<file path="src/wjf_pkg.sv">
// package: register indices, field positions, reset values and join timing
// Contract
// - unconfirmed repeat zero means network default
// - confirmed count bits 4-7, zero disables
// - nonzero confirmed count overrides unconfirmed sending
// - port register gives frame port and class
// - bit6 Rx2 default rate, bit7 private network
// - fixed rate and power only without ADR
// - fixed Rx2 only without adaptive Rx2
// - selector 0x02 appends link check request
// - idle 50 to 70 minutes between cycles
// - SF7 and SF12 always in cycle
// - join bits 4-7 enable SF8 to SF11
// - low nibble tries, zero means four
// - wait fixed part plus random part
// - wait per last SF from table
// - tries grouped per SF, ascending order
// - failed join continues with next step
// - successful join stops cycle at once
// - ADR or confirmed forces receive windows open
package wjf_pkg;
	// register indices, as used by the host command decoder
	localparam logic [6:0] IDX_FRAME_REPEAT = 7'h50;
	localparam logic [6:0] IDX_EXTRA_MAC    = 7'h51;
	localparam logic [6:0] IDX_APP_PORT     = 7'h52;
	localparam logic [6:0] IDX_NET_FLAGS    = 7'h53;
	localparam logic [6:0] IDX_JOIN_CYCLE   = 7'h56;

	// reset values
	localparam logic [7:0] RST_FRAME_REPEAT = 8'h00;
	localparam logic [7:0] RST_EXTRA_MAC    = 8'h00;
	localparam logic [7:0] RST_APP_PORT     = 8'h01;
	localparam logic [7:0] RST_NET_FLAGS    = 8'h00;
	localparam logic [7:0] RST_JOIN_CYCLE   = 8'h00;

	// field positions
	localparam int REP_UNCONF_LSB = 0;
	localparam int REP_CONF_LSB   = 4;
	localparam int FLG_OTAA       = 0;
	localparam int FLG_RX_WIN     = 1;
	localparam int FLG_ADR        = 2;
	localparam int FLG_DUTY       = 3;
	localparam int FLG_ADAPT_CH   = 4;
	localparam int FLG_ADAPT_RX2  = 5;
	localparam int FLG_RX2_RATE   = 6;
	localparam int FLG_PRIVATE    = 7;
	localparam int JC_TRIES_LSB   = 0;
	localparam int JC_SF8_BIT     = 4;

	// port codes
	localparam logic [7:0] PORT_MAC_ONLY   = 8'h00;
	localparam logic [7:0] PORT_APP_LAST   = 8'hdf;
	localparam logic [7:0] PORT_REMOTE_CMD = 8'ha0;
	localparam logic [7:0] PORT_COMPLIANCE = 8'he0;

	// extra command selector codes
	localparam logic [7:0] EXTRA_LINK_CHECK = 8'h02;
	localparam logic [7:0] EXTRA_NONE       = 8'h00;

	// spreading factors
	localparam logic [3:0] SF_FIRST       = 4'h7;
	localparam logic [3:0] SF_LAST        = 4'hc;
	localparam logic [3:0] SF_NONE        = 4'h0;
	localparam logic [3:0] RX2_SF_PUBLIC  = 4'hc;
	localparam logic [3:0] RX2_SF_ALT     = 4'h9;
	localparam logic [3:0] DEFAULT_TRIES  = 4'h4;

	// waits in seconds
	typedef logic [12:0] wjf_sec_t;
	localparam wjf_sec_t WAIT_SF7_S  = 13'h000a;
	localparam wjf_sec_t WAIT_SF8_S  = 13'h000f;
	localparam wjf_sec_t WAIT_SF9_S  = 13'h001e;
	localparam wjf_sec_t WAIT_SF10_S = 13'h0032;
	localparam wjf_sec_t WAIT_SF11_S = 13'h0064;
	localparam wjf_sec_t WAIT_SF12_S = 13'h00b4;
	localparam wjf_sec_t WAIT_RAND_S = 13'h0004;
	localparam int CYCLE_IDLE_MIN_MIN = 50;
	localparam int CYCLE_IDLE_MAX_MIN = 70;
	localparam int SEC_PER_MIN        = 60;
	localparam wjf_sec_t CYCLE_IDLE_BASE_S =
		wjf_sec_t'(CYCLE_IDLE_MIN_MIN * SEC_PER_MIN);
	localparam wjf_sec_t CYCLE_IDLE_SPAN_S =
		wjf_sec_t'((CYCLE_IDLE_MAX_MIN - CYCLE_IDLE_MIN_MIN) * SEC_PER_MIN);

	// clock
	localparam int CLK_PERIOD_NS   = 8;
	localparam int SECOND_NS       = 1000000000;
	localparam int TICK_CYCLES_DEF = SECOND_NS / CLK_PERIOD_NS;
	localparam logic [15:0] LFSR_SEED = 16'hace1;

	typedef enum logic [2:0] {
		PC_MAC_ONLY,
		PC_APP,
		PC_REMOTE_CMD,
		PC_COMPLIANCE,
		PC_RESERVED
	} wjf_port_class_t;

	typedef enum logic [4:0] {
		JS_IDLE   = 5'h01,
		JS_REQ    = 5'h02,
		JS_WAIT   = 5'h04,
		JS_CYCLE  = 5'h08,
		JS_JOINED = 5'h10
	} wjf_join_state_t;
endpackage

</file>
<file path="src/wjf_wait_if.sv">
// interface: wait request between join scheduler and wait timer
`timescale 1ns/1ps
`default_nettype none
interface wjf_wait_if;
	logic              start;
	logic              cancel;
	wjf_pkg::wjf_sec_t base_s;
	wjf_pkg::wjf_sec_t span_s;
	logic              done;
	logic              busy;
	modport sched (output start, cancel, base_s, span_s, input done, busy);
	modport timer (input start, cancel, base_s, span_s, output done, busy);
endinterface
`default_nettype wire

</file>
<file path="src/wjf_join_frame_cfg.sv">
// module: wan join and frame configuration registers with join scheduler
`timescale 1ns/1ps
`default_nettype none
module wjf_join_frame_cfg #(
	parameter int TICK_CYCLES = wjf_pkg::TICK_CYCLES_DEF
) (
	// clock and reset
	input  wire logic                     clk_sys,
	input  wire logic                     srst,
	// register write from the host command decoder
	input  wire logic                     reg_wr_en,
	input  wire logic [6:0]               reg_wr_idx,
	input  wire logic [7:0]               reg_wr_data,
	// register read from the host command decoder
	input  wire logic                     reg_rd_en,
	input  wire logic [6:0]               reg_rd_idx,
	output logic [7:0]                    reg_rd_data,
	output logic                          reg_rd_valid,
	output logic                          reg_rd_hit,
	// uplink frame settings
	output logic                          tx_confirmed,
	output logic [3:0]                    tx_repeat_max,
	output logic                          tx_repeat_net_default,
	output logic [7:0]                    frame_port,
	output wjf_pkg::wjf_port_class_t      frame_port_class,
	output logic                          append_link_check,
	// radio behaviour
	output logic                          rx_windows_en,
	output logic                          adr_en,
	output logic                          duty_cycle_en,
	output logic                          adaptive_channel_en,
	output logic                          use_fixed_sf_power,
	output logic                          use_fixed_rx2,
	output logic [3:0]                    rx2_default_sf,
	output logic                          private_network,
	// join link
	input  wire logic                     join_begin,
	input  wire logic                     join_done,
	input  wire logic                     join_ok,
	output logic                          join_req,
	output logic [3:0]                    join_sf,
	output logic                          join_busy,
	output wjf_pkg::wjf_join_state_t      join_state,
	output logic                          net_ready
);
	import wjf_pkg::*;

	typedef struct packed {
		logic [7:0]      frame_repeat_config;
		logic [7:0]      extra_mac_command_select;
		logic [7:0]      application_port;
		logic [7:0]      network_behaviour_flags;
		logic [7:0]      join_cycle_config;
		logic [7:0]      rd_data;
		logic            rd_valid;
		logic            rd_hit;
		wjf_join_state_t st;
		logic [3:0]      sf;
		logic [3:0]      tries_done;
		logic            req;
	} wjf_state_t;

	wjf_state_t s_r;
	wjf_state_t s_nxt;

	wjf_wait_if wt ();

	wjf_wait_timer #(
		.TICK_CYCLES (TICK_CYCLES)
	) u_wait (
		.clk_sys (clk_sys),
		.srst    (srst),
		.wt      (wt)
	);

	// spreading factor taking part in a cycle
	function automatic logic wjf_sf_on(input logic [3:0] sf,
		input logic [7:0] jc);
		int idx;
		idx = int'(sf) - int'(SF_FIRST) - 1 + JC_SF8_BIT;
		if (sf == SF_FIRST || sf == SF_LAST) begin
			return 1'b1;
		end
		if (sf < SF_FIRST || sf > SF_LAST) begin
			return 1'b0;
		end
		return jc[idx[2:0]];
	endfunction

	// lowest enabled factor above cur, or none
	function automatic logic [3:0] wjf_next_sf(input logic [3:0] cur,
		input logic [7:0] jc);
		logic [3:0] res;
		res = SF_NONE;
		for (int i = int'(SF_LAST); i > int'(SF_FIRST); i--) begin
			if (4'(i) > cur && wjf_sf_on(4'(i), jc)) begin
				res = 4'(i);
			end
		end
		return res;
	endfunction

	// fixed part of the wait after a request
	function automatic wjf_sec_t wjf_sf_wait(input logic [3:0] sf);
		wjf_sec_t w;
		case (sf)
			4'h7: w = WAIT_SF7_S;
			4'h8: w = WAIT_SF8_S;
			4'h9: w = WAIT_SF9_S;
			4'ha: w = WAIT_SF10_S;
			4'hb: w = WAIT_SF11_S;
			default: w = WAIT_SF12_S;
		endcase
		return w;
	endfunction

	function automatic wjf_port_class_t wjf_port_class(
		input logic [7:0] p);
		wjf_port_class_t c;
		if (p == PORT_MAC_ONLY) begin
			c = PC_MAC_ONLY;
		end else if (p == PORT_REMOTE_CMD) begin
			c = PC_REMOTE_CMD;
		end else if (p <= PORT_APP_LAST) begin
			c = PC_APP;
		end else if (p == PORT_COMPLIANCE) begin
			c = PC_COMPLIANCE;
		end else begin
			c = PC_RESERVED;
		end
		return c;
	endfunction

	logic       otaa;
	logic [3:0] tries;
	logic [3:0] nsf;
	logic       t_start;
	logic       t_cancel;
	wjf_sec_t   t_base;
	wjf_sec_t   t_span;

	assign otaa = s_r.network_behaviour_flags[FLG_OTAA];

	always_comb begin
		s_nxt = s_r;
		s_nxt.req = 1'b0;
		s_nxt.rd_valid = 1'b0;
		t_start = 1'b0;
		t_cancel = 1'b0;
		t_base = WAIT_SF7_S;
		t_span = WAIT_RAND_S;
		tries = s_r.join_cycle_config[JC_TRIES_LSB +: 4];
		if (tries == 4'h0) begin
			tries = DEFAULT_TRIES;
		end
		nsf = wjf_next_sf(s_r.sf, s_r.join_cycle_config);

		// host writes
		if (reg_wr_en) begin
			case (reg_wr_idx)
				IDX_FRAME_REPEAT: s_nxt.frame_repeat_config = reg_wr_data;
				IDX_EXTRA_MAC: s_nxt.extra_mac_command_select = reg_wr_data;
				IDX_APP_PORT: s_nxt.application_port = reg_wr_data;
				IDX_NET_FLAGS: s_nxt.network_behaviour_flags = reg_wr_data;
				IDX_JOIN_CYCLE: s_nxt.join_cycle_config = reg_wr_data;
				default: s_nxt.rd_hit = s_r.rd_hit;
			endcase
		end

		// host reads
		if (reg_rd_en) begin
			s_nxt.rd_valid = 1'b1;
			s_nxt.rd_hit = 1'b1;
			case (reg_rd_idx)
				IDX_FRAME_REPEAT: s_nxt.rd_data = s_r.frame_repeat_config;
				IDX_EXTRA_MAC: s_nxt.rd_data = s_r.extra_mac_command_select;
				IDX_APP_PORT: s_nxt.rd_data = s_r.application_port;
				IDX_NET_FLAGS: s_nxt.rd_data = s_r.network_behaviour_flags;
				IDX_JOIN_CYCLE: s_nxt.rd_data = s_r.join_cycle_config;
				default: begin
					s_nxt.rd_data = 8'h00;
					s_nxt.rd_hit = 1'b0;
				end
			endcase
		end

		// join scheduler
		case (s_r.st)
			JS_IDLE: begin
				if (otaa && join_begin) begin
					s_nxt.st = JS_REQ;
					s_nxt.sf = SF_FIRST;
					s_nxt.tries_done = 4'h1;
					s_nxt.req = 1'b1;
				end
			end
			JS_REQ: begin
				if (join_done && !join_ok) begin
					t_start = 1'b1;
					t_base = wjf_sf_wait(s_r.sf);
					s_nxt.st = JS_WAIT;
					if (s_r.tries_done < tries) begin
						s_nxt.tries_done = s_r.tries_done + 4'h1;
					end else if (nsf != SF_NONE) begin
						s_nxt.sf = nsf;
						s_nxt.tries_done = 4'h1;
					end else begin
						t_base = CYCLE_IDLE_BASE_S;
						t_span = CYCLE_IDLE_SPAN_S;
						s_nxt.st = JS_CYCLE;
						s_nxt.sf = SF_FIRST;
						s_nxt.tries_done = 4'h1;
					end
				end
			end
			JS_WAIT, JS_CYCLE: begin
				if (wt.done) begin
					s_nxt.st = JS_REQ;
					s_nxt.req = 1'b1;
				end
			end
			JS_JOINED: begin
				if (otaa && join_begin) begin
					s_nxt.st = JS_REQ;
					s_nxt.sf = SF_FIRST;
					s_nxt.tries_done = 4'h1;
					s_nxt.req = 1'b1;
				end
			end
			default: s_nxt.st = JS_IDLE;
		endcase

		// success ends the cycle at once, from any active step
		if ((s_r.st == JS_REQ || s_r.st == JS_WAIT || s_r.st == JS_CYCLE)
			&& join_done && join_ok) begin
			s_nxt.st = JS_JOINED;
			s_nxt.req = 1'b0;
			t_start = 1'b0;
			t_cancel = 1'b1;
		end

		// leaving over-the-air activation drops the cycle
		if (!otaa && s_r.st != JS_IDLE) begin
			s_nxt.st = JS_IDLE;
			s_nxt.req = 1'b0;
			t_start = 1'b0;
			t_cancel = 1'b1;
		end
	end

	always_ff @(posedge clk_sys) begin
		if (srst) begin
			s_r <= '{
				frame_repeat_config: RST_FRAME_REPEAT,
				extra_mac_command_select: RST_EXTRA_MAC,
				application_port: RST_APP_PORT,
				network_behaviour_flags: RST_NET_FLAGS,
				join_cycle_config: RST_JOIN_CYCLE,
				rd_data: 8'h00,
				rd_valid: 1'b0,
				rd_hit: 1'b0,
				st: JS_IDLE,
				sf: SF_FIRST,
				tries_done: 4'h0,
				req: 1'b0
			};
		end else begin
			s_r <= s_nxt;
		end
	end

	assign wt.start = t_start;
	assign wt.cancel = t_cancel;
	assign wt.base_s = t_base;
	assign wt.span_s = t_span;

	// register read port
	assign reg_rd_data = s_r.rd_data;
	assign reg_rd_valid = s_r.rd_valid;
	assign reg_rd_hit = s_r.rd_hit;

	// frame settings
	logic [3:0] conf_cnt;
	logic [3:0] unconf_cnt;
	assign conf_cnt = s_r.frame_repeat_config[REP_CONF_LSB +: 4];
	assign unconf_cnt = s_r.frame_repeat_config[REP_UNCONF_LSB +: 4];
	assign tx_confirmed = conf_cnt != 4'h0;
	assign tx_repeat_max = tx_confirmed ? conf_cnt : unconf_cnt;
	// zero unconfirmed count leaves the count to the network
	assign tx_repeat_net_default = !tx_confirmed
		&& unconf_cnt == 4'h0;
	assign frame_port = s_r.application_port;
	assign frame_port_class = wjf_port_class(s_r.application_port);
	assign append_link_check =
		s_r.extra_mac_command_select == EXTRA_LINK_CHECK;

	// radio behaviour
	assign adr_en = s_r.network_behaviour_flags[FLG_ADR];
	assign rx_windows_en = s_r.network_behaviour_flags[FLG_RX_WIN]
		|| adr_en || tx_confirmed;
	assign duty_cycle_en = s_r.network_behaviour_flags[FLG_DUTY];
	assign adaptive_channel_en = s_r.network_behaviour_flags[FLG_ADAPT_CH];
	assign use_fixed_sf_power = !adr_en;
	assign use_fixed_rx2 = !s_r.network_behaviour_flags[FLG_ADAPT_RX2];
	assign rx2_default_sf = s_r.network_behaviour_flags[FLG_RX2_RATE]
		? RX2_SF_ALT : RX2_SF_PUBLIC;
	assign private_network = s_r.network_behaviour_flags[FLG_PRIVATE];

	// join status
	assign join_req = s_r.req;
	assign join_sf = s_r.sf;
	assign join_state = s_r.st;
	assign join_busy = s_r.st == JS_REQ || s_r.st == JS_WAIT
		|| s_r.st == JS_CYCLE;
	assign net_ready = !otaa || s_r.st == JS_JOINED;
endmodule
`default_nettype wire

</file>
<file path="src/wjf_wait_timer.sv">
// module: seconds timer with random extension for join waits
`timescale 1ns/1ps
`default_nettype none
module wjf_wait_timer #(
	parameter int TICK_CYCLES = wjf_pkg::TICK_CYCLES_DEF
) (
	// clock and reset
	input wire logic clk_sys,
	input wire logic srst,
	// wait request
	wjf_wait_if.timer wt
);
	import wjf_pkg::*;

	localparam int PRE_W = $clog2(TICK_CYCLES + 1);
	localparam logic [PRE_W-1:0] PRE_LAST = PRE_W'(TICK_CYCLES - 1);

	typedef struct packed {
		logic [PRE_W-1:0] pre;
		wjf_sec_t         left;
		logic             busy;
		logic             done;
		logic [15:0]      lfsr;
	} wjf_tmr_t;

	wjf_tmr_t s_r;
	wjf_tmr_t s_nxt;
	logic [13:0] span1;
	logic [13:0] rnd;

	always_comb begin
		s_nxt = s_r;
		s_nxt.done = 1'b0;
		s_nxt.lfsr = {s_r.lfsr[14:0],
			s_r.lfsr[15] ^ s_r.lfsr[13] ^ s_r.lfsr[12] ^ s_r.lfsr[10]};
		// random part spans 0..span seconds inclusive
		span1 = {1'b0, wt.span_s} + 14'h0001;
		rnd = {1'b0, s_r.lfsr[12:0]} % span1;
		if (wt.cancel) begin
			s_nxt.busy = 1'b0;
		end else if (wt.start) begin
			s_nxt.busy = 1'b1;
			s_nxt.pre = '0;
			s_nxt.left = wt.base_s + rnd[12:0];
		end else if (s_r.busy) begin
			if (s_r.pre == PRE_LAST) begin
				s_nxt.pre = '0;
				if (s_r.left <= wjf_sec_t'(1)) begin
					s_nxt.busy = 1'b0;
					s_nxt.done = 1'b1;
				end else begin
					s_nxt.left = s_r.left - wjf_sec_t'(1);
				end
			end else begin
				s_nxt.pre = s_r.pre + PRE_W'(1);
			end
		end
	end

	always_ff @(posedge clk_sys) begin
		if (srst) begin
			s_r <= '{pre: '0, left: '0, busy: 1'b0, done: 1'b0,
				lfsr: LFSR_SEED};
		end else begin
			s_r <= s_nxt;
		end
	end

	assign wt.done = s_r.done;
	assign wt.busy = s_r.busy;
endmodule
`default_nettype wire

</file>
<file path="config.mk">
export PLATFORM = sky130hd
export DESIGN_NAME = wjf_join_frame_cfg
export DESIGN_NICKNAME = d
export VERILOG_FILES = /design/src/wjf_pkg.sv /design/src/wjf_wait_if.sv /design/src/wjf_join_frame_cfg.sv /design/src/wjf_wait_timer.sv
export SDC_FILE = /design/constraint.sdc
export NUM_CORES = 1
export LEC_CHECK = 0
export BUFFER_PORTS_ARGS = -buffer_cell sky130_fd_sc_hd__buf_2
export CAP_MARGIN = 0
export CELL_PAD_IN_SITES_DETAIL_PLACEMENT = 1
export CELL_PAD_IN_SITES_GLOBAL_PLACEMENT = 1
export CORE_AREA = 2 2 163 165
export CTS_CLUSTER_SIZE = 16
export DETAILED_ROUTE_END_ITERATION = 10
export DIE_AREA = 0 0 165 167
export GPL_ROUTABILITY_DRIVEN = 0
export GPL_TIMING_DRIVEN = 0
export PLACE_DENSITY = 0.83
export SLEW_MARGIN = 25
export SYNTH_ARGS = -nofsm -noshare
export SYNTH_HDL_FRONTEND = slang
export SYNTH_SLANG_ARGS = --single-unit
</file>
<file path="constraint.sdc">
create_clock -name clk_sys -period 33.9 [get_ports clk_sys]
set_input_delay 1.695 -clock clk_sys [delete_from_list [all_inputs] [get_ports clk_sys]]
set_output_delay 1.695 -clock clk_sys [all_outputs]
set_load 0.03 [all_outputs]
</file>
==> impl_metrics.csv <==
group,metric,value,unit
critical_path,crit_fanout,18,
route,drt-vias-per-instance,6.15,
synthesis,syn_area,11800,um2
die,start_util,0.456,
synthesis,ys_seq_elements,122,
critical_path,crit_path_end_kind,"flip-flop",
run_status,status,"finished clean",
synthesis,synth_top_area_frac,0.208,
clocking,cts_sinks,122,
placement,dp_hpwl,29.1,mm
timing,drv_slew,0,
clocking,clock_path_buffers,2,
timing,finalSetupViolations,0,
timing,finalCritPeriodShare,0.860,
die,die_w,165,um
global_routing,grt-ovfl-total,0,
route,ant_nets,0,
critical_path,cp.required,34180,ps
cells_and_area,drive_gt1_frac,0.135,
clocking,cts_tree,"yes",
route,wl,37.7,mm
clocking,insertion_delay,420,ps
global_routing,first_global_vias,12540,
synthesis,syn_avg_cell_area,7.57,um2
clocking,cts_resized,0,
cells_and_area,n_fill_cell,3287,
synthesis,synth_top_area_cell,"dfxtp_1",
die,die_y,167,um
synthesis,seq_area_frac_synth,0.208,
synthesis,synthFlopType,"dfxtp_1",
critical_path,cp_common_cell,"ha_1",
route,wire_per_inst,18.8,um
die,fp.coreArea,25800,um2
critical_path,crit_path_start_kind,"primary input",
critical_path,cp.arrival,29430,ps
route,drtIter0Drc,866,
global_routing,grt_antenna_before_repair,0,
die,std_cell_rows,59,
clocking,cts-root-buf,"clkbuf_16",
min_path,hold_class,"flip-flop to flip-flop",
timing,grt_setup_unrepaired,"false",
timing,clock_skew,9.00,ps
synthesis,yosysUniqueCellTypes,113,
clocking,numCtsBuffers,17,
route,drt_pass1_iterations,5,
critical_path,max_stage_delay,650,ps
synthesis,syn_inst,1553,
critical_path,crit_slowest_cell,"o41ai_2",
clocking,hold_buffers,0,
job,maxCapViolations,0,
timing,fmaxAchievable,34.3,MHz
route,post-route-drc-count,0,
die,dieArea,27600,um2
cells_and_area,nets,1746,
global_routing,grt_first_pass_wirelength,62.3,mm
route,num_vias,12288,
timing,worst_pin_slew,1000,ps
clocking,postCtsSetupRepairBufs,0,
cells_and_area,diodes,0,
timing,finalSetupTns,0,ps
synthesis,synth_edf_count,0,
critical_path,path_class,"primary input to flip-flop",
timing,fin_crit,29150,ps
synthesis,yosys-top-cells-area,"dfxtp_1 (21%), ha_1 (6.9%), nor2_1 (6.2%)",
die,pin_count,80,
synthesis,yosysWarnings,0,
global_routing,grt_util_all_layers,0.275,
timing,slew_headroom,0.332,
clocking,path_clk_slew,60,ps
cells_and_area,area_growth,11.9,%
synthesis,synthArstFlopShare,0,
timing,finalHoldViolations,0,
global_routing,grt_max_degree,24,
clocking,h-tree-depth,4,
placement,port_buffers,77,
## cell type report
class / instances / area, um2 / share of cell area
clock buffer: 19 / 453 / 0.0344
multi-input combinational: 1284 / 8630 / 0.656
clock inverter: 13 / 108 / 0.00818
timing repair buffer: 78 / 413 / 0.0314
inverter: 70 / 263 / 0.0200
tap: 335 / 419 / 0.0319
buffer: 78 / 423 / 0.0321
sequential: 122 / 2440 / 0.186
## worst paths after layout
kind	endpoint	cells past startpoint	startpoint	slack, ps
worst max-delay path	u_wait.s_r[30]$_SDFFE_PP0P_	114	join_ok	4750
worst min-delay path	u_wait.s_r[15]$_SDFF_PP1_	1	u_wait.s_nxt[15]$_SDFF_PP0_	410
worst max register to register	u_wait.s_r[30]$_SDFFE_PP0P_	117	s_r[24]$_SDFFE_PP0P_	4890
worst min register to register	u_wait.s_r[15]$_SDFF_PP1_	1	u_wait.s_nxt[15]$_SDFF_PP0_	410
## flip-flops by register name, summed over array words and instances, names as in the netlist
name                 flops
u_wait.s_r              41
s_r                     27
u_wait.s_nxt            15
frame_port               8
reg_rd_data              8
join_state               5
conf_cnt                 4
join_sf                  4
adaptive_channel_en      1
adr_en                   1
duty_cycle_en            1
join_req                 1
otaa                     1
private_network          1
reg_rd_hit               1
reg_rd_valid             1
u_wait.wt.busy           1
u_wait.wt.done           1
## placed cells by master, fill, tap and decap left out, types with 21 or more instances in the layout
cell type  instances
mux2i_1           41
buf_4             29
dfxtp_1          122
clkbuf_1          37
o21ai_0           54
a21oi_1          100
inv_1             67
xor2_1            45
nor2_1           195
nand3_1           53
ha_1              65
xnor2_1           60
nor3_1            60
buf_2             82
nand2_1          121
nor4_1            21
a31oi_1           22
a21o_1            27
## per-layer routing
layer | up-vias | routed length, um | part of all wire | track usage
met3 | 70 | 1380 | 0.037 | 0.0339
li1 | 5921 | - | - | -
met1 | 6017 | 16900 | 0.45 | 0.349
met2 | 280 | 18500 | 0.49 | 0.481
met4 | 0 | 892 | 0.024 | 0.0839
met5 | - | 0 | 0 | 0
## worst max-delay path, delay by kind of cell
family	cells	cell delay [ps]
compound gates	42	11580
xor+xnor	7	1490
fa+ha+maj	14	4750
buf+inv	13	2620
mux	1	280
simple gates	37	6930
## cell usage after synthesis (37+ instances only)
library cell / instances
nand3_1: 53
xnor2_1: 60
nor2_1: 195
a21oi_1: 100
mux2i_1: 41
o21ai_0: 54
dfxtp_1: 122
nand2_1: 121
nor3_1: 60
inv_1: 67
ha_1: 65
clkbuf_1: 37
xor2_1: 45
## metrics by stage
stage          setup slack [ps]  instances  hold WS, ps   util  area (um2)
2_1_floorplan              8790       1554          389      -       11800
3_5_place_dp               4590       1967          400  0.489       12600
6_report                   4750       1999          414  0.511       13200
3_3_place_gp               3400       1966          393  0.488       12600
4_1_cts                    4830       1999          415  0.511       13200
5_1_grt                    2390       1999          414  0.511       13200
## cell families after synthesis
kind of cell,Yosys count,synth area share
xor+xnor,105,0.0782
compound gates,434,0.276
simple gates,632,0.271
buf+inv,148,0.0582
other cells,2,0.000639
flops,122,0.208
mux,44,0.0378
fa+ha+maj,66,0.0709
Power is left out: the tool's default activity adds up to more than one toggle a clock period on the data nets, which glitch-free logic cannot reach.
